--- src/core/tdmsp_pkg.sv ---
// Purpose: Shared constants and types for the 16-slot serial link framer
// Assumes: Core clock of 25 MHz, link clocks of 6 144 kHz
// Notes:   Slot table packs slot-1 of each phase, phase 0 in the low nibble
package tdmsp_pkg;
  localparam int CORE_KHZ      = 25000;
  localparam int REF_KHZ       = 6144;
  localparam int NCO_BITS      = 16;
  localparam logic [15:0] NCO_STEP =
    16'((2 * REF_KHZ * (1 << NCO_BITS)) / CORE_KHZ);
  localparam int FRAME_PERIODS = 147456;
  localparam int SYNC_PERIODS  = 32;
  localparam int PHASES        = 16;
  localparam int BLOCKS        = 9216;
  localparam int FIFO_DEPTH    = 16;
  localparam logic [63:0] SLOT_MAP = 64'hF7B3D591E6A2C480;
  localparam logic [17:0] CNT_RST  = 18'h23FFF;
  localparam logic [4:0]  SYN_RST  = 5'h00;
  localparam logic [15:0] WORD_RST = 16'h0000;

  typedef enum logic [1:0] {
    DN_OWN,
    DN_PASS,
    DN_INSERT,
    DN_REPLACE
  } tdmsp_dn_mode_t;

  typedef struct packed {
    logic       frame_start;
    logic [3:0] slot;
    logic       data;
  } tdmsp_rx_t;
endpackage

--- src/core/tdmsp_top.sv ---
// Purpose: Framer with a receiving-side and a producing-side serial port
// Assumes: Link clocks far slower than CORE_CLK, sampled through two flops
// Notes:   Summary of operation list below; one FIFO feeds the own data
// Summary of operation
// - Link is five signals: ref clock, ref sync, data clock, data sync, data.
// - Receiving port drives ref clock and sync, accepts data clock, sync, data.
// - Producing port drives data clock, sync, data, accepts ref clock, sync.
// - Receiving port generates the ref clock at 6 144 kHz unless REF_PASS forwards the received one.
// - Ref sync rises once every 147 456 ref clock periods.
// - Ref sync stays high for exactly 32 ref clock periods.
// - Both ref sync edges launched on a falling ref clock edge.
// - Producing port drives the data clock by following the received ref clock.
// - Data sync rises once every 147 456 data clock periods.
// - Data sync stays high for exactly 32 data clock periods.
// - Both data sync edges launched on a falling data clock edge.
// - A frame holds 147 456 one-bit phases within one sync period.
// - Data bit stable at rising data clock; receiver samples there.
// - Frame is 9 216 blocks of sixteen consecutive phases.
// - First phase of first block coincides with data sync rising.
// - Ring node passes received ref signals or replaces them locally.
// - Ring node passes data, inserts own data, or replaces one slot.
// - Producers have both ports; consumers use the receiving port only.
// - Payload is 16 slots, one dedicated phase per block each.
// - Phases 0..15 carry slots 1,9,5,13,3,11,7,15,2,10,6,14,4,12,8,16.
`timescale 1ns/1ns
module tdmsp_fifo #(
  parameter int W = 16,
  parameter int D = 16
) (
  input  wire logic         clk,
  input  wire logic         rst,
  input  wire logic         in_valid,
  output logic              in_ready,
  input  wire logic [W-1:0] in_data,
  output logic              out_valid,
  input  wire logic         out_ready,
  output logic      [W-1:0] out_data
);
  localparam int AW = $clog2(D);
  logic [W-1:0] mem [D];
  logic [AW:0]  cnt_r;
  logic [AW-1:0] wr_r;
  logic [AW-1:0] rd_r;
  wire push = in_valid & in_ready;
  wire pop  = out_valid & out_ready;

  assign in_ready  = (cnt_r != (AW+1)'(D));
  assign out_valid = (cnt_r != '0);
  assign out_data  = mem[rd_r];

  always_ff @(posedge clk) begin
    if (push) begin
      mem[wr_r] <= in_data;
    end
  end

  always_ff @(posedge clk) begin
    if (rst) begin
      cnt_r <= '0;
      wr_r  <= '0;
      rd_r  <= '0;
    end else begin
      cnt_r <= cnt_r + (AW+1)'(push) - (AW+1)'(pop);
      wr_r  <= push ? wr_r + 1'b1 : wr_r;
      rd_r  <= pop ? rd_r + 1'b1 : rd_r;
    end
  end

  a_fifo_bounds:
  assert property (@(posedge clk) disable iff (rst)
    cnt_r <= (AW+1)'(D))
    else $error("FIFO count beyond depth");
endmodule // tdmsp_fifo

module tdmsp_top #(
  parameter int FRAME_PERIODS = tdmsp_pkg::FRAME_PERIODS
) (
  input  wire logic                      CORE_CLK,
  input  wire logic                      RST,
  input  wire logic                      REF_PASS,
  input  wire tdmsp_pkg::tdmsp_dn_mode_t DN_MODE,
  input  wire logic [15:0]               SLOT_MASK,
  input  wire logic [3:0]                SUB_SLOT,
  input  wire logic                      TX_VALID,
  output logic                           TX_READY,
  input  wire logic [15:0]               TX_WORD,
  output logic                           UP_REF_CLK_O,
  output logic                           UP_REF_SYNC_O,
  input  wire logic                      DN_CLK_I,
  input  wire logic                      DN_SYNC_I,
  input  wire logic                      DN_DATA_I,
  input  wire logic                      UP_REF_CLK_I,
  input  wire logic                      UP_REF_SYNC_I,
  output logic                           DN_CLK_O,
  output logic                           DN_SYNC_O,
  output logic                           DN_DATA_O,
  output logic                           RX_VALID,
  output tdmsp_pkg::tdmsp_rx_t           RX_OUT,
  output logic                           RX_FRAME_ERR
);
  localparam logic [17:0] LAST  = 18'(FRAME_PERIODS - 1);
  localparam logic [17:0] SYNCN = 18'(tdmsp_pkg::SYNC_PERIODS);

  // Pin sampling; index 0..4: dn clk, dn sync, dn data, ref clk, ref sync
  logic [4:0] s1_r;
  logic [4:0] s2_r;
  logic [4:0] s3_r;
  // Edge detectors wait until all stages hold pin samples; a pin idling
  // high would otherwise show a false edge right after reset
  logic [2:0] arm_r;
  always_ff @(posedge CORE_CLK) begin
    if (RST) begin
      s1_r  <= tdmsp_pkg::SYN_RST;
      s2_r  <= tdmsp_pkg::SYN_RST;
      s3_r  <= tdmsp_pkg::SYN_RST;
      arm_r <= 3'h0;
    end else begin
      s1_r <= {UP_REF_SYNC_I, UP_REF_CLK_I, DN_DATA_I, DN_SYNC_I, DN_CLK_I};
      s2_r <= s1_r;
      s3_r <= s2_r;
      arm_r <= {arm_r[1:0], 1'b1};
    end
  end

  // Receiving side: local reference generator
  // Fractional divider: 25 MHz cannot divide to 6 144 kHz, so edges jitter
  // by one core cycle while the mean rate is exact within the step rounding.
  logic [15:0] nco_r;
  logic        gclk_r;
  logic        gsync_r;
  logic [17:0] ref_cnt_r;
  wire  [16:0] nco_sum  = {1'b0, nco_r} + {1'b0, tdmsp_pkg::NCO_STEP};
  wire         gclk_nxt = gclk_r ^ nco_sum[16];
  wire         gfall    = gclk_r & ~gclk_nxt;
  wire  [17:0] ref_nxt  = (ref_cnt_r == LAST) ? 18'h00000 : ref_cnt_r + 18'h00001;
  wire         gsync_nxt = gfall ? (ref_nxt < SYNCN) : gsync_r;

  always_ff @(posedge CORE_CLK) begin
    if (RST) begin
      nco_r     <= tdmsp_pkg::WORD_RST;
      gclk_r    <= 1'b0;
      gsync_r   <= 1'b0;
      ref_cnt_r <= LAST;
    end else begin
      nco_r     <= nco_sum[15:0];
      gclk_r    <= gclk_nxt;
      gsync_r   <= gsync_nxt;
      ref_cnt_r <= gfall ? ref_nxt : ref_cnt_r;
    end
  end

  // Ring node may forward the received reference instead
  always_ff @(posedge CORE_CLK) begin
    if (RST) begin
      UP_REF_CLK_O  <= 1'b0;
      UP_REF_SYNC_O <= 1'b0;
    end else begin
      UP_REF_CLK_O  <= REF_PASS ? s2_r[3] : gclk_nxt;
      UP_REF_SYNC_O <= REF_PASS ? s2_r[4] : gsync_nxt;
    end
  end

  // Receiving side: downstream capture
  logic        rx_sy_prev_r;
  logic [3:0]  rx_ph_r;
  logic [17:0] rx_bits_r;
  logic        rx_lock_r;
  logic [15:0] rx_blk_r;
  logic [15:0] rx_last_r;
  wire         rx_rise  = arm_r[2] & s2_r[0] & ~s3_r[0];
  wire         rx_start = s2_r[1] & ~rx_sy_prev_r;
  wire  [3:0]  rx_ph    = rx_start ? 4'h0 : rx_ph_r + 4'h1;
  wire  [3:0]  rx_slot  = tdmsp_pkg::SLOT_MAP[{rx_ph, 2'b00} +: 4];
  wire  [17:0] rx_bits  = rx_start ? 18'h00000 : rx_bits_r + 18'h00001;
  wire  [15:0] rx_blk_nxt;

  genvar gi;
  generate
    for (gi = 0; gi < tdmsp_pkg::PHASES; gi++) begin : g_rxslot
      assign rx_blk_nxt[gi] = (rx_slot == 4'(gi)) ? s2_r[2] : rx_blk_r[gi];
    end
  endgenerate

  always_ff @(posedge CORE_CLK) begin
    if (RST) begin
      rx_sy_prev_r <= 1'b0;
      rx_ph_r      <= 4'hF;
      rx_bits_r    <= tdmsp_pkg::CNT_RST;
      rx_lock_r    <= 1'b0;
      rx_blk_r     <= tdmsp_pkg::WORD_RST;
      rx_last_r    <= tdmsp_pkg::WORD_RST;
      RX_VALID     <= 1'b0;
      RX_OUT       <= '0;
      RX_FRAME_ERR <= 1'b0;
    end else begin
      RX_VALID     <= rx_rise;
      RX_FRAME_ERR <= rx_rise & rx_start & rx_lock_r & (rx_bits_r != LAST);
      if (rx_rise) begin
        rx_sy_prev_r <= s2_r[1];
        rx_ph_r      <= rx_ph;
        rx_bits_r    <= rx_bits;
        rx_lock_r    <= rx_lock_r | rx_start;
        rx_blk_r     <= rx_blk_nxt;
        rx_last_r    <= (rx_ph == 4'hF) ? rx_blk_nxt : rx_last_r;
        RX_OUT       <= '{frame_start: rx_start, slot: rx_slot, data: s2_r[2]};
      end
    end
  end

  // Producing side: timing taken from the received reference
  logic        tx_align_r;
  logic [17:0] tx_cnt_r;
  logic [15:0] tx_word_r;
  logic        fifo_valid;
  logic [15:0] fifo_data;
  wire         tx_fall  = arm_r[2] & s3_r[3] & ~s2_r[3];
  wire         ref_rise = arm_r[2] & s2_r[4] & ~s3_r[4];
  // A sync rise seen with the clock fall opens period zero on that very fall
  wire  [17:0] tx_nxt   = (ref_rise || tx_align_r || tx_cnt_r == LAST) ? 18'h00000 :
                          tx_cnt_r + 18'h00001;
  wire  [3:0]  tx_ph    = tx_nxt[3:0];
  wire  [3:0]  tx_slot  = tdmsp_pkg::SLOT_MAP[{tx_ph, 2'b00} +: 4];
  wire         tx_pop   = tx_fall & (tx_ph == 4'h0) & fifo_valid;
  wire  [15:0] tx_word  = (tx_ph != 4'h0) ? tx_word_r :
                          (fifo_valid ? fifo_data : tdmsp_pkg::WORD_RST);
  wire         own_sel  = (DN_MODE == tdmsp_pkg::DN_OWN) ||
                          (DN_MODE == tdmsp_pkg::DN_INSERT && SLOT_MASK[tx_slot]) ||
                          (DN_MODE == tdmsp_pkg::DN_REPLACE && SUB_SLOT == tx_slot);
  wire         tx_bit   = own_sel ? tx_word[tx_slot] : rx_last_r[tx_slot];

  tdmsp_fifo #(
    .W (16),
    .D (tdmsp_pkg::FIFO_DEPTH)
  ) u_fifo (
    .clk       (CORE_CLK),
    .rst       (RST),
    .in_valid  (TX_VALID),
    .in_ready  (TX_READY),
    .in_data   (TX_WORD),
    .out_valid (fifo_valid),
    .out_ready (tx_pop),
    .out_data  (fifo_data)
  );

  // A sync rise landing between clock falls is held for the next fall
  always_ff @(posedge CORE_CLK) begin
    if (RST) begin
      tx_align_r <= 1'b0;
      tx_cnt_r   <= LAST;
      tx_word_r  <= tdmsp_pkg::WORD_RST;
      DN_CLK_O   <= 1'b0;
      DN_SYNC_O  <= 1'b0;
      DN_DATA_O  <= 1'b0;
    end else begin
      tx_align_r <= (ref_rise | tx_align_r) & ~tx_fall;
      DN_CLK_O   <= s2_r[3];
      if (tx_fall) begin
        tx_cnt_r  <= tx_nxt;
        tx_word_r <= tx_word;
        DN_SYNC_O <= (tx_nxt < SYNCN);
        DN_DATA_O <= tx_bit;
      end
    end
  end

  // Checking helpers
  logic [5:0]  ref_len_r;
  logic [5:0]  dn_len_r;
  logic [17:0] ref_per_r;
  logic [2:0]  hold_r;
  always_ff @(posedge CORE_CLK) begin
    if (RST) begin
      ref_len_r <= 6'h00;
      dn_len_r  <= 6'h00;
      ref_per_r <= LAST;
      hold_r    <= 3'h1;
    end else begin
      ref_len_r <= gfall ? (gsync_r ? ref_len_r + 6'h01 : 6'h00) : ref_len_r;
      dn_len_r  <= tx_fall ? (DN_SYNC_O ? dn_len_r + 6'h01 : 6'h00) : dn_len_r;
      ref_per_r <= !gfall ? ref_per_r :
                   (gsync_nxt & ~gsync_r) ? 18'h00000 : ref_per_r + 18'h00001;
      hold_r    <= (gclk_nxt != gclk_r) ? 3'h1 : hold_r + 3'h1;
    end
  end

  a_ref_sync_width:
  assert property (@(posedge CORE_CLK) disable iff (RST)
    $fell(gsync_r) |-> ref_len_r == 6'd32)
    else $error("Reference sync width is not 32 periods");

  a_ref_sync_edge:
  assert property (@(posedge CORE_CLK) disable iff (RST)
    (gsync_r != $past(gsync_r)) |-> $fell(gclk_r))
    else $error("Reference sync moved off a falling clock edge");

  a_ref_frame_len:
  assert property (@(posedge CORE_CLK) disable iff (RST)
    (gfall && gsync_nxt && !gsync_r) |-> ref_per_r == LAST)
    else $error("Reference frame length wrong");

  a_ref_clk_rate:
  assert property (@(posedge CORE_CLK) disable iff (RST)
    hold_r <= 3'd3)
    else $error("Reference clock half period too long");

  a_dn_sync_width:
  assert property (@(posedge CORE_CLK) disable iff (RST)
    $fell(DN_SYNC_O) |-> dn_len_r == 6'd32)
    else $error("Data sync width is not 32 periods");

  a_dn_sync_edge:
  assert property (@(posedge CORE_CLK) disable iff (RST)
    $changed(DN_SYNC_O) |-> $fell(DN_CLK_O))
    else $error("Data sync moved off a falling clock edge");

  a_dn_first_phase:
  assert property (@(posedge CORE_CLK) disable iff (RST)
    $rose(DN_SYNC_O) |-> tx_cnt_r == 18'd0)
    else $error("Frame start not at phase zero");

  a_rx_phase_slot:
  assert property (@(posedge CORE_CLK) disable iff (RST)
    (RX_VALID && RX_OUT.frame_start) |-> RX_OUT.slot == 4'd0 ##0 rx_ph_r == 4'd0)
    else $error("Received frame start not on slot one");

  a_rx_phase_wrap:
  assert property (@(posedge CORE_CLK) disable iff (RST)
    (rx_rise && !rx_start && rx_ph_r == 4'd15) |=> rx_ph_r == 4'd0)
    else $error("Receive phase did not wrap at sixteen");

  a_dn_ref_align:
  assert property (@(posedge CORE_CLK) disable iff (RST)
    (ref_rise && tx_fall) |=> tx_cnt_r == 18'd0)
    else $error("Data frame not aligned to reference sync");

  a_dn_data_hold:
  assert property (@(posedge CORE_CLK) disable iff (RST)
    $changed(DN_DATA_O) |-> $fell(DN_CLK_O))
    else $error("Data changed away from a falling clock edge");

  a_dn_pop_block:
  assert property (@(posedge CORE_CLK) disable iff (RST)
    tx_pop |-> tx_nxt[3:0] == 4'h0)
    else $error("Own word taken away from a block start");
endmodule // tdmsp_top

--- config.mk ---
export PLATFORM = sky130hd
export DESIGN_NAME = tdmsp_top
export DESIGN_NICKNAME = d
export VERILOG_FILES = /design/src/core/tdmsp_pkg.sv /design/src/core/tdmsp_top.sv
export SDC_FILE = /design/constraint.sdc
export NUM_CORES = 1
export LEC_CHECK = 0
export BUFFER_PORTS_ARGS = -buffer_cell sky130_fd_sc_hd__buf_4
export CAP_MARGIN = 40
export CORE_MARGIN = 2
export CORE_UTILIZATION = 30
export DETAILED_ROUTE_END_ITERATION = 10
export GPL_TIMING_DRIVEN = 0
export PLACE_DENSITY = 0.5
export SYNTH_ARGS = -nofsm -noshare
export SYNTH_HDL_FRONTEND = slang
export SYNTH_HIERARCHICAL = 1
export SYNTH_SLANG_ARGS = --single-unit
--- constraint.sdc ---
create_clock -name CORE_CLK -period 6.3 [get_ports CORE_CLK]
set_input_delay 0.945 -clock CORE_CLK [delete_from_list [all_inputs] [get_ports CORE_CLK]]
set_output_delay 0.945 -clock CORE_CLK [all_outputs]
set_load 0.05 [all_outputs]
* Word level (Yosys, flattened, before mapping)
Memory sizes are Yosys's and may differ from the RTL's. A register that Yosys moved wholly into a read port is not among the register bits.
Cells that the tools add are included.
** Operators by class
- Add/sub/neg operators :: 9
- Order comparisons :: 3
- Equality and inequality tests :: 23
- Shift operators :: 2
- Muxes and demuxes :: 37
- Bitwise logic cells :: 25
- Reduce and logical (&&, ||, !) cells :: 12
** Operators by type and width (count)
- 64-bit by 7-bit indexed part select with 4-bit output (first input constant) :: 2
- 18-bit by 1-bit adder with 18-bit output (second input constant) :: 3
- 18-bit 2-to-1 mux :: 3
- 18-bit == test (second input constant) :: 2
- 4-bit == test (second input constant) :: 9
- 18-bit by 6-bit < comparator with 1-bit output (second input constant) :: 2
- 16-bit 2-to-1 mux :: 2
- 1-bit 2-to-1 mux :: 26
- 18-bit != test (second input constant) :: 1
- 16-bit by 15-bit adder with 17-bit output (second input constant) :: 1
- 1-bit AND :: 16
- 4-bit by 3-bit == test with 1-bit output (second input constant) :: 4
- 4-bit by 1-bit adder with 4-bit output (second input constant) :: 3
- 1-bit binary-select mux with 4-bit select :: 3
- 4-bit 2-to-1 mux :: 3
- 4-bit by 2-bit == test with 1-bit output (second input constant) :: 2
- 4-bit zero test :: 2
- 1-bit inverter :: 6
- 5-bit by 1-bit adder with 5-bit output :: 1
- 4-bit by 5-bit < comparator with 1-bit output (second input constant) :: 1
- 5-bit != test (second input constant) :: 1
- 5-bit nonzero test :: 1
- 5-bit by 1-bit subtractor with 5-bit output :: 1
- 2-bit == test (second input constant) :: 2
- 9 further kinds :: 14
** Storage, ports and cells
- Register bits after elaboration :: 171
- Memory bits (writable) :: 256
- Input port bits :: 47
- Logic and storage cells :: 143
- Memories kept :: 1
** Memory list
- u_fifo.mem :: depth 16, bits a word 16, rd ports 1, clocked after memory_dff 1, write ports 1, line tdmsp_top.sv:40 : logic [W-1:0] mem [D];

* Depth between registers and ports, before layout
Gate-level depths: netlist of the first run.
- Depth in word-level cells :: 12
- Depth in mapped cells :: 19

* Modules after synthesis
Netlist of the first run, hierarchy kept.
** By module, submodules not included
- tdmsp_fifo :: times used 1, cells each 503, area an instance 10522.6 µm²
- tdmsp_top :: times used 1, cells each 907, area an instance 7527.2 µm²

* Worst setup path after synthesis of the first run
Ideal clock, no wire load.
- Kind :: flip-flop to flip-flop
- Start :: reg tx_cnt_r[1]
- End :: reg u_fifo.cnt_r[4]
- Library setup time :: 117 ps
- Arrival time :: 3662 ps
- Data required time :: 6183 ps
- Path slack :: 2522 ps
- Cell stages (with the launch flop) :: 20
- Path buffers :: 2
- Period minus slack after synthesis :: 3778 ps
- Cells stage by stage :: dfxtp_1 ha_1 clkbuf_1 and4b_1 a22o_1 a211oi_4 nor2_2 buf_2 and2_1 nand2_1 inv_1 ha_1 inv_1 ha_1 inv_1 fa_1 nor2b_1 o21bai_1 a21oi_1 nor3b_1
** On the way
- Longest elaborated chain between the ends :: 8
** RTL lines
- start: declaration :: line tdmsp_top.sv:212 : logic [17:0] tx_cnt_r;
- start signal: assignment :: line tdmsp_top.sv:258 : tx_cnt_r <= tx_nxt;
- branches (longest 2 deep; another with 18-bit by 1-bit adder with 18-bit output)
- 18-bit 2-to-1 mux * :: line tdmsp_top.sv:219 : wire [17:0] tx_nxt = (ref_rise || tx_align_r || tx_cnt_r == LAST) ? 18'h00000 :
- 4-bit zero test * :: line tdmsp_top.sv:223 : wire tx_pop = tx_fall & (tx_ph == 4'h0) & fifo_valid;
- 1-bit AND * (2 in series) :: line tdmsp_top.sv:223
- via tx_pop :: line tdmsp_top.sv:223
- 1-bit AND * :: line tdmsp_top.sv:45 : wire pop = out_valid & out_ready;
- 5-bit by 1-bit subtractor with 5-bit output * :: line tdmsp_top.sv:63 : cnt_r <= cnt_r + (AW+1)'(push) - (AW+1)'(pop);
- end signal: assignment :: line tdmsp_top.sv:63
- end: declaration :: line tdmsp_top.sv:41 : logic [AW:0] cnt_r;
Mark *: on every way through the listed nets, which the timed path passes.
A chain may end at the register's enable or synchronous reset.

* Worst setup path after layout of the first run
Same ends and word-level chain as after synthesis.

==> key figures, run 1 <==
Detailed routing
  • Initial drt markers: 848
  • Vias: ~12,000
  • Final Routed Wirelength: around 47,000 um
  • Per-cell routed wire length: between 20 and 25 um
  • Routed via count divided by cell count: approximately 5.1
  • Post-detailed-route count of antenna-violating nets: 0
  • First-pass DRT Iterations: 5
  • DRC errors left: 0

Finish
  • Area taken by multi-input logic gates: approximately 6600 um^2
  • Reg area: 11,100 um^2
  • Non-Filler Instances: about 2,300
  • Fin util: 0.359
  • Post-route standard cell area excluding fillers: around 21,000 um^2
  • Count of antenna diodes in the layout: 0
  • Post-layout net count: 1,605
  • Share of cells above drive strength 1: 0.173
  • Total of fill cells in the finished design: about 5,800
  • Synthesis-to-layout area growth: 18.0%

Timing
  • Least-Margin Pin Slew: 0.981 ns
  • Min cycle time layout: roughly 4.5 ns
  • Number of endpoints with negative hold slack in the final report: 0
  • Upper clock frequency limit: 222 MHz
  • Final setup vio count: 0
  • Total count of max-transition violations in the final report: 0
  • Fraction of the cycle the final worst path needs: 0.717
  • Worst-case clock skew: 0.0157 ns
  • Post-route setup TNS: 0 ns
  • RSZ-0062 raised after global routing: false
  • Worst-case headroom to the max-slew limit: 0.346

Placed design
  • DPL Wire Length: 32,200 um
  • Placed Area: around 20,000 um^2
  • I/O Buffers: 60
  • Gpl congestion: approximately 0.79
  • Inst Count DP: between 2,000 and 2,500

Global route
  • Wire length of the first global-routing pass: a little over 70,000 um
  • Maximum number of pins on one net before global-route repair: 17
  • GR Overflow Total: 0
  • Vias in the first global route: 11,677
  • Antenna violations before repair: 2
  • Total global-route track usage: 0.150

Power and ir drop
  • Leakage power: about 0.0073 uW
  • Power density cells: roughly 320 nW/um^2
  • Total power: 6730 uW
  • Peak supply drop: between 0.0002 and 0.00025 V

Synthesis
  • Post-synthesis instance area: around 18,000 um^2
  • Number of cells produced by synthesis: approximately 1,400
  • Syn Area/Cell: about 13 um^2
  • Synth area leaders: sky130_fd_sc_hd__edfxtp_1 (43%), sky130_fd_sc_hd__dfxtp_1 (19%), sky130_fd_sc_hd__mux4_2 (6.6%)
  • Register area share after synthesis: 0.613
  • Async SR Flop Fraction: 0
  • Main flop type after synthesis: sky130_fd_sc_hd__edfxtp_1
  • Number of enable flip-flop cells after synthesis: about 260
  • Area share of the largest cell type after synthesis: 0.426
  • Yosys Warn Count: 6
  • Post-Synthesis Net Count: 1,475
  • Post-synth top area cell: sky130_fd_sc_hd__edfxtp_1
  • Post-synthesis cell type count: 85
  • Seq cells post-synth: between 400 and 500

CTS
  • Post_cts resized: 0
  • TritonCTS clock tree: built
  • Clock edge transition at the registers on the reported setup and hold paths: roughly 0.060 ns
  • Buffers inserted during post-CTS setup optimization: 0
  • Level count of the clock H-tree: 2
  • Clk buf depth: 3
  • Count of hold-fix buffers inserted at cts: 0
  • Total clock sinks: 425
  • Insertion delay of the later-clocked pin in the worst-skew pair: 0.56 ns
  • Master cell of the clock root buffer: sky130_fd_sc_hd__clkbuf_16
  • Number of buffers added by the clock tree synthesis step: 45

Hold path
  • Type of the worst min-delay path: reg2reg
  • Hold Crit Endpoint: s2_r[2]
  • Cell depth of the worst hold path: 1
  • Startpoint of the worst hold path: s1_r[2]

Floorplan
  • Die ar.: around 62,000 um^2
  • X dimension of the die: ~250 um
  • Core Footprint: around 59,000 um^2
  • Total number of placement rows: 89
  • Number of top-level design ports: approximately 60
  • Die extent in y: roughly 250 um
  • Initial core utilization: 0.305

Critical path
  • Worst Path Max Fanout: 10
  • Crit path kind: reg2reg
  • Reg2Reg Depth: 19
  • Slack of the worst reg-to-reg path: ~1.8 ns
  • Critical Path Start Type: flop
  • RR Endpoint: u_fifo/cnt_r[4]
  • Reg-to-reg startpoint: tx_cnt_r[1]
  • Worst Path Arrival: 4.97 ns
  • Kind of end point of the critical path: flop
  • Data required time at the worst endpoint: approximately 6.8 ns

Run
  • Max-cap viol count: 0

Status
  • Outcome: completed
==> cells by family after synthesis <==
kind of cell / count (synthesis) / share of synthesized area
AND/OR/NAND/NOR: 465 / 0.128
multiplexers: 89 / 0.0962
XOR/XNOR: 50 / 0.0253
AO/OA/AOI/OAI: 257 / 0.0984
flip-flops: 425 / 0.613
adder cells (fa/ha/maj): 18 / 0.0129
buffers and inverters: 106 / 0.0263
==> worst max-delay path by stage <==
stage	startpoint	endpoint	cells past startpoint
3_5_place_dp	tx_cnt_r[1]	u_fifo/cnt_r[4]	19
5_1_grt	tx_cnt_r[1]	u_fifo/cnt_r[4]	19
6_report	tx_cnt_r[1]	u_fifo/cnt_r[4]	19
3_3_place_gp	TX_VALID	u_fifo/mem[2][8]	5
2_1_floorplan	tx_cnt_r[1]	u_fifo/cnt_r[4]	19
4_1_cts	tx_cnt_r[1]	u_fifo/cnt_r[4]	19
==> routing by layer <==
layer  vias to the layer above  part of all wire  GRT usage
met4                         4             0.020     0.0372
met1                      5937              0.47      0.212
li1                       5569                 -          -
met5                         -           0.00049          0
met2                       303              0.46      0.240
met3                        62             0.053     0.0268
==> critical path, stage by stage (launching register included) <==
cell                       delay [ns]
sky130_fd_sc_hd__dfxtp_1         0.41
sky130_fd_sc_hd__ha_1            0.32
sky130_fd_sc_hd__clkbuf_1        0.52
sky130_fd_sc_hd__and4b_1         0.29
sky130_fd_sc_hd__a22o_1          0.26
sky130_fd_sc_hd__a211oi_4        0.42
sky130_fd_sc_hd__nor2_2          0.16
sky130_fd_sc_hd__buf_2           0.22
sky130_fd_sc_hd__and2_1          0.21
sky130_fd_sc_hd__nand2_1         0.12
sky130_fd_sc_hd__inv_1           0.06
sky130_fd_sc_hd__ha_1            0.28
sky130_fd_sc_hd__inv_1           0.05
sky130_fd_sc_hd__ha_1            0.16
sky130_fd_sc_hd__inv_1           0.06
sky130_fd_sc_hd__fa_1            0.37
sky130_fd_sc_hd__nor2b_1         0.17
sky130_fd_sc_hd__o21bai_1        0.11
sky130_fd_sc_hd__a21oi_1         0.16
sky130_fd_sc_hd__nor3b_1         0.06
==> report_power, final <==
| group | leakage, uW | internal, uW | total, uW | switching, uW |
|---|---|---|---|---|
| sequential | 0.00368 | 3070 | 3140 | 69.8 |
| clock | 0.000720 | 1510 | 2640 | 1130 |
| combinational | 0.00290 | 355 | 944 | 589 |
==> cells in the mapped netlist (all sizes together) (11+ instances only) <==
master and instances:
edfxtp 256, dfxtp 169, nand2 135, nor2 119, mux4 64, a21oi 59, nand3 58, clkbuf 54
o21ai 50, a22oi 37, a211oi 36, xor2 30, nor3 29, buf 28, nor2b 26, inv 23
and3 22, mux2i 22, xnor2 20, ha 17, and2 12, nor4 12, o311ai 11
==> layout make-up <==
class,instances,share of cell area
flip-flops and latches,425,0.520
well taps,773,0.0454
clock buffers,62,0.0602
plain buffers,82,0.0180
inverters,24,0.00423
repair buffers,83,0.0354
multi-input cells,879,0.308
clock inverters,21,0.00893
==> layout by cell type, fill, tap and decap left out, drive strengths merged, types with 25 or more instances in the layout <==
master	count
nand2	135
a21oi	59
dfxtp	169
mux4	64
nor2	119
clkbuf	116
nand3	58
buf	111
inv	25
a22oi	37
edfxtp	256
xor2	30
a211oi	36
o21ai	50
nor3	29
nor2b	26
==> per-stage QoR <==
step	setup WS, ns	hold WS [ns]
final	1.79	0.441
after global placement	1.67	0.422
after floorplan	2.52	0.414
after global routing	1.49	0.456
after CTS	1.85	0.451
after detailed placement	1.87	0.424
==> state kept, by name, indices dropped and copies added, names as in the netlist, 5 cells and up, named ones only <==
| signal | count |
|---|---|
| rx_blk_r | 15 |
| nco_r | 14 |
| rx_last_r | 16 |
| u_fifo/mem | 256 |
| tx_cnt_r | 18 |
| u_fifo/cnt_r | 5 |
| rx_bits_r | 18 |
| RX_OUT | 6 |
| ref_cnt_r | 18 |
| s1_r | 5 |
| s2_r | 5 |
| tx_word_r | 16 |
(Power assumes the default switching activity.)
==> run 2, diff against run 1 <==
==> constraint.sdc (replaced) <==
create_clock -name CORE_CLK -period 4.59 [get_ports CORE_CLK]
set_input_delay 0.6885 -clock CORE_CLK [delete_from_list [all_inputs] [get_ports CORE_CLK]]
set_output_delay 0.6885 -clock CORE_CLK [all_outputs]
set_load 0.05 [all_outputs]
==> key figures, run 2 (synthesis gave the netlist of run 1 again) <==
Finish
  • Count of antenna diodes in the layout: 0
  • Reg area: approximately 11,000 um^2
  • Commonest non-fill, non-tap cells in the layout: sky130_fd_sc_hd__edfxtp_1 (256), sky130_fd_sc_hd__dfxtp_1 (169), sky130_fd_sc_hd__nand2_1 (135), sky130_fd_sc_hd__nor2_1 (105), sky130_fd_sc_hd__buf_4 (72)
  • Register bank with the most flops: u_fifo/mem
  • Max FFs per register: approximately 260
  • Share of cells above drive strength 1: 0.174
  • Post-layout net count: between 1,500 and 2,000
  • Most frequent standard cell in the layout excluding fill and tap cells: sky130_fd_sc_hd__edfxtp_1
  • Synthesis-to-layout area growth: 18.0%
  • Area taken by multi-input logic gates: about 6600 um^2
  • Total of fill cells in the finished design: 5,813

Global route
  • Wire length of the first global-routing pass: between 70,000 and 80,000 um
  • Vias in the first global route: about 12,000
  • Maximum number of pins on one net before global-route repair: 17
  • Antenna violations before repair: 2
  • Total global-route track usage: 0.150
  • GR Overflow Total: 0

Critical path
  • Worst Path Arrival: 4.65 ns
  • Reg-to-reg startpoint: tx_cnt_r[1]
  • Start point of the critical path: tx_cnt_r[1]
  • Critical Path Start Type: flop
  • Data required time at the worst endpoint: ~5 ns
  • Crit path kind: reg2reg
  • Worst Path Max Fanout: 10
  • Kind of end point of the critical path: flop
  • Reg2Reg Depth: 18

Timing
  • Total count of max-transition violations in the final report: 0
  • Worst-case clock skew: about 0.016 ns
  • Number of endpoints with negative hold slack in the final report: 0
  • Least-Margin Pin Slew: between 0.9 and 1 ns
  • RSZ-0062 raised after global routing: false
  • Final setup vio count: 0
  • Worst-case headroom to the max-slew limit: 0.354
  • Min cycle time layout: 4.20 ns
  • Upper clock frequency limit: roughly 240 MHz
  • Fraction of the cycle the final worst path needs: 0.915
  • Post-route setup TNS: 0 ns

Power and ir drop
  • Total power: between 9000 and 10,000 uW
  • Power density cells: 434 nW/um^2
  • Leakage power: 0.00730 uW
  • Peak supply drop: roughly 0.0003 V

Placed design
  • DPL Wire Length: about 32,000 um
  • I/O Buffers: 60
  • Gpl congestion: about 0.8

Detailed routing
  • Post-detailed-route count of antenna-violating nets: 0
  • Per-cell routed wire length: between 20 and 25 um
  • DRC errors left: 0
  • Initial drt markers: 849
  • First-pass DRT Iterations: 5
  • Routed via count divided by cell count: around 5.0
  • Final Routed Wirelength: between 40,000 and 50,000 um
  • Vias: roughly 12,000

CTS
  • Master cell of the clock root buffer: sky130_fd_sc_hd__clkbuf_16
  • Buffers inserted during post-CTS setup optimization: 0
  • Level count of the clock H-tree: 2
  • Insertion delay of the later-clocked pin in the worst-skew pair: ~0.56 ns
  • Clock edge transition at the registers on the reported setup and hold paths: about 0.060 ns
  • Clk buf depth: 3
  • Number of buffers added by the clock tree synthesis step: 45
  • Total clock sinks: ~430
  • TritonCTS clock tree: built

Floorplan
  • Core Footprint: between 50,000 and 60,000 um^2
  • Number of top-level design ports: 61
  • Total number of placement rows: 89
  • Initial core utilization: 0.305
  • X dimension of the die: 249 um
  • Die ar.: 62,100 um^2
  • Die extent in y: 249 um

Status
  • Outcome: completed

Hold path
  • Cell depth of the worst hold path: 2
  • Type of the worst min-delay path: in2reg
  • Startpoint of the worst hold path: DN_SYNC_I

Run
  • Max-cap viol count: 0
==> run 2: cell count changes in the layout (fill, tap and decap cells not counted), sizes merged <==
| cell | previous run | this run |
|---|---|---|
| clkbuf | 116 | 115 |
==> run 2: path summary, 6_finish.rpt <==
| check | end | slack (ns) |
|---|---|---|
| worst max-delay path | u_fifo/cnt_r[4] | 0.39 |
| worst min-delay path | s1_r[1] | 0.35 |
| worst max register to register | u_fifo/cnt_r[4] | 0.39 |
| worst min register to register | arm_r[1] | 0.44 |
==> run 2: power by group <==
part	leakage, uW	total [uW]	internal [uW]	switching [uW]
Sequential	0.00368	4310	4210	95.8
Combinational	0.00290	1300	487	808
Clock	0.000720	3630	2080	1550
Total	0.00730	9230	6780	2460
==> run 2: per-layer routing <==
metal  vias to the layer above  part of all wire  global-route usage
li1                       5571                 -                   -
met5                         -           0.00049                   0
met4                         4             0.020              0.0372
met2                       280              0.46               0.240
met3                        64             0.053              0.0268
met1                      5898              0.47               0.212
==> run 2: cell type report <==
type                       instances  area share
clock inverter                    21     0.00893
buffer                            81      0.0179
timing repair buffer              83      0.0354
sequential                       425       0.520
clock buffer                      62      0.0602
tap                              773      0.0454
inverter                          24     0.00423
multi-input combinational        879       0.308
==> run 2: worst max-delay path, stage by stage (launching register included) <==
cell and delay, ns:
sky130_fd_sc_hd__dfxtp_1 0.41, sky130_fd_sc_hd__ha_2 0.56, sky130_fd_sc_hd__and4b_1 0.25, sky130_fd_sc_hd__a22o_1 0.25, sky130_fd_sc_hd__a211oi_4 0.42, sky130_fd_sc_hd__nor2_2 0.16
sky130_fd_sc_hd__buf_2 0.22, sky130_fd_sc_hd__and2_1 0.21, sky130_fd_sc_hd__nand2_1 0.12, sky130_fd_sc_hd__inv_1 0.06, sky130_fd_sc_hd__ha_1 0.28, sky130_fd_sc_hd__inv_1 0.05
sky130_fd_sc_hd__ha_1 0.16, sky130_fd_sc_hd__inv_1 0.06, sky130_fd_sc_hd__fa_1 0.37, sky130_fd_sc_hd__nor2b_1 0.17, sky130_fd_sc_hd__o21bai_1 0.11, sky130_fd_sc_hd__a21oi_1 0.16
sky130_fd_sc_hd__nor3b_1 0.06
==> run 2: timing repair <==
action                                  4_1_cts  5_1_grt
gates resized for setup                       0        1
endpoints found under the setup margin        0        1
hold buffers                                  0        0
==> run 2: through the flow <==
stage / setup WS (ns) / hold WS [ns] / instances / utilization / area, um^2
4_1_cts: 0.138 / 0.343 / 2349 / 0.359 / 21300
5_1_grt: 0.0583 / 0.332 / 2348 / 0.359 / 21300
6_report: 0.390 / 0.351 / 2348 / 0.359 / 21300
3_3_place_gp: 0.178 / 0.422 / 2243 / 0.329 / 19500
2_1_floorplan: 0.812 / 0.414 / 1410 / - / 18000
3_5_place_dp: 0.161 / 0.424 / 2266 / 0.335 / 19800
==> run 3, diff against run 2 <==
--- a/config.mk
+++ b/config.mk
@@ -8,10 +8,10 @@
 export BUFFER_PORTS_ARGS = -buffer_cell sky130_fd_sc_hd__buf_4
 export CAP_MARGIN = 40
 export CORE_MARGIN = 2
-export CORE_UTILIZATION = 30
+export CORE_UTILIZATION = 60
 export DETAILED_ROUTE_END_ITERATION = 10
 export GPL_TIMING_DRIVEN = 0
-export PLACE_DENSITY = 0.5
+export PLACE_DENSITY = 0.83
 export SYNTH_ARGS = -nofsm -noshare
 export SYNTH_HDL_FRONTEND = slang
 export SYNTH_HIERARCHICAL = 1
==> key figures, run 3 (synthesis gave the netlist of run 1 again) <==
Power and ir drop
  • Combinational fraction of design power: 0.140
  • Power spent charging and discharging nets: roughly 2400 uW
  • Proportion of total power due to net switching: 0.262
  • Clock share of power: 0.391
  • Power density cells: about 440 nW/um^2
  • Internal portion of total power: roughly 7000 uW
  • Relative contribution of sequential cells to total power: 0.469
  • Leakage power: approximately 0.0072 uW
  • Total power: about 9200 uW
  • Peak supply drop: 0.000478 V

Critical path
  • Ordered cell list for the critical path: ha_1 > and4b_1 > a22o_1 > a211oi_4 > nor2_4 > buf_2 > and2_1 > nand2_1 > inv_1 > ha_1 > inv_1 > ha_1 > inv_1 > fa_1 > nor2b_1 > o21bai_1 > nand3_1 > nor3b_1
  • Data required time at the worst endpoint: ~5 ns
  • Crit path kind: reg2reg
  • Worst Path Arrival: ~4.7 ns
  • RR Endpoint: u_fifo/cnt_r[4]
  • CP max stage delay: 0.57 ns
  • Reg-to-reg startpoint: tx_cnt_r[1]
  • CP bufs+invs: 4
  • Crit-path leading delay family: adder cells
  • Critical Path Start Type: flop
  • Worst Path Max Fanout: 10
  • Slack of the worst reg-to-reg path: around 0.33 ns
  • Critical path's slowest cell: sky130_fd_sc_hd__ha_1
  • Reg2Reg Depth: 18
  • Kind of end point of the critical path: flop

Hold path
  • Startpoint of the worst hold path: DN_CLK_I
  • Hold Crit Endpoint: s1_r[0]
  • Type of the worst min-delay path: in2reg
  • Cell depth of the worst hold path: 2

Status
  • Outcome: completed

Detailed routing
  • Initial drt markers: 1,221
  • Routed via count divided by cell count: between 6 and 7
  • First-pass DRT Iterations: 5
  • Post-detailed-route count of antenna-violating nets: 0
  • Vias: about 12,000
  • Per-cell routed wire length: 22.7 um
  • DRC errors left: 0
  • Final Routed Wirelength: between 40,000 and 50,000 um

Floorplan
  • Core Footprint: about 30,000 um^2
  • X dimension of the die: approximately 180 um
  • Initial core utilization: 0.609
  • Number of top-level design ports: 61
  • Die extent in y: around 180 um
  • Die ar.: between 30,000 and 40,000 um^2
  • Total number of placement rows: 63

Finish
  • Max FFs per register: around 260
  • Register bank with the most flops: u_fifo/mem
  • Commonest non-fill, non-tap cells in the layout: sky130_fd_sc_hd__edfxtp_1 (256), sky130_fd_sc_hd__dfxtp_1 (169), sky130_fd_sc_hd__nand2_1 (135), sky130_fd_sc_hd__nor2_1 (105), sky130_fd_sc_hd__buf_4 (68)
  • Share of cells above drive strength 1: 0.167
  • Most frequent standard cell in the layout excluding fill and tap cells: sky130_fd_sc_hd__edfxtp_1
  • Post-layout net count: between 1,500 and 2,000
  • Synthesis-to-layout area growth: 14.7%
  • Count of antenna diodes in the layout: 0

CTS
  • Level count of the clock H-tree: 2
  • Insertion delay of the later-clocked pin in the worst-skew pair: around 0.56 ns
  • Buffers inserted during post-CTS setup optimization: 0
  • Total clock sinks: approximately 430
  • TritonCTS clock tree: built
  • Post_cts resized: 0
  • Master cell of the clock root buffer: sky130_fd_sc_hd__clkbuf_16
  • Clk buf depth: 3
  • Clock edge transition at the registers on the reported setup and hold paths: 0.06 ns
  • Number of buffers added by the clock tree synthesis step: 43
  • Count of hold-fix buffers inserted at cts: 0

Global route
  • Antenna violations before repair: 0
  • Maximum number of pins on one net before global-route repair: 17
  • GR Overflow Total: 0
  • Wire length of the first global-routing pass: ~70,000 um
  • Total global-route track usage: 0.289
  • Vias in the first global route: approximately 12,000

Timing
  • RSZ-0062 raised after global routing: false
  • Upper clock frequency limit: ~230 MHz
  • Post-route setup TNS: 0 ns
  • Number of endpoints with negative hold slack in the final report: 0
  • Final setup vio count: 0
  • Worst-case clock skew: around 0.019 ns
  • Min cycle time layout: ~4.3 ns
  • Fraction of the cycle the final worst path needs: 0.929
  • Total count of max-transition violations in the final report: 0
  • Least-Margin Pin Slew: about 0.91 ns
  • Worst-case headroom to the max-slew limit: 0.388

Placed design
  • DPL Wire Length: approximately 28,000 um
  • Gpl congestion: a little under 0.9
  • I/O Buffers: 60

Run
  • Max-cap viol count: 0
run 3: changes by cell type in the layout (fill, tap and decap cells not counted), moves of 2 or more:
cell,before,now
sky130_fd_sc_hd__buf_8,10,8
sky130_fd_sc_hd__buf_4,72,68
sky130_fd_sc_hd__buf_16,2,0
sky130_fd_sc_hd__clkbuf_8,7,5
sky130_fd_sc_hd__clkbuf_16,46,43
sky130_fd_sc_hd__bufinv_16,2,5
sky130_fd_sc_hd__clkbuf_1,62,64
run 3: worst max-delay path by stage:
stage          slack (ns)        start  cells past startpoint         endpoint
6_report             0.33  tx_cnt_r[1]                     18  u_fifo/cnt_r[4]
3_3_place_gp         0.33  tx_cnt_r[1]                     19  u_fifo/cnt_r[4]
3_5_place_dp         0.19  tx_cnt_r[1]                     19  u_fifo/cnt_r[4]
5_1_grt              0.12  tx_cnt_r[1]                     18  u_fifo/cnt_r[4]
2_1_floorplan        0.81  tx_cnt_r[1]                     19  u_fifo/cnt_r[4]
4_1_cts              0.16  tx_cnt_r[1]                     19  u_fifo/cnt_r[4]
run 3: power by group through the flow:
| stage | clock network, uW | registers [uW] | logic [uW] |
|---|---|---|---|
| after floorplan | 0 | 4380 | 881 |
| after global placement | 0 | 4380 | 1180 |
| after detailed placement | 0 | 4390 | 1240 |
| after CTS | 3640 | 4320 | 1270 |
| after global routing | 3780 | 4340 | 1420 |
| final | 3600 | 4320 | 1280 |
run 3: routing by layer:
metal  global-route usage  share of wire  vias up
met4                0.115          0.037        0
li1                     -              -     5559
met5                    0              0        -
met1                0.371           0.39     6167
met3               0.0401          0.074      127
met2                0.498           0.50      622
run 3: through the flow:
step / area [um^2] / instances / setup WS (ns) / hold WS, ns / util
after floorplan: 18000 / 1410 / 0.812 / 0.414 / -
after global routing: 20700 / 1955 / 0.118 / 0.357 / 0.698
after detailed placement: 19200 / 1876 / 0.193 / 0.423 / 0.649
after global placement: 19000 / 1860 / 0.331 / 0.422 / 0.641
after CTS: 20700 / 1956 / 0.160 / 0.346 / 0.698
final: 20700 / 1955 / 0.326 / 0.357 / 0.698
run 3: area by class of cell:
class	count	area, um^2
Clock inverter	21	270
Inverter	24	90.1
Fill cell	1933	8940
Timing Repair Buffer	76	649
Buffer	81	380
Tap cell	390	488
Clock buffer	59	1190
Sequential cell	425	11100
Multi-Input combinational cell	879	6560
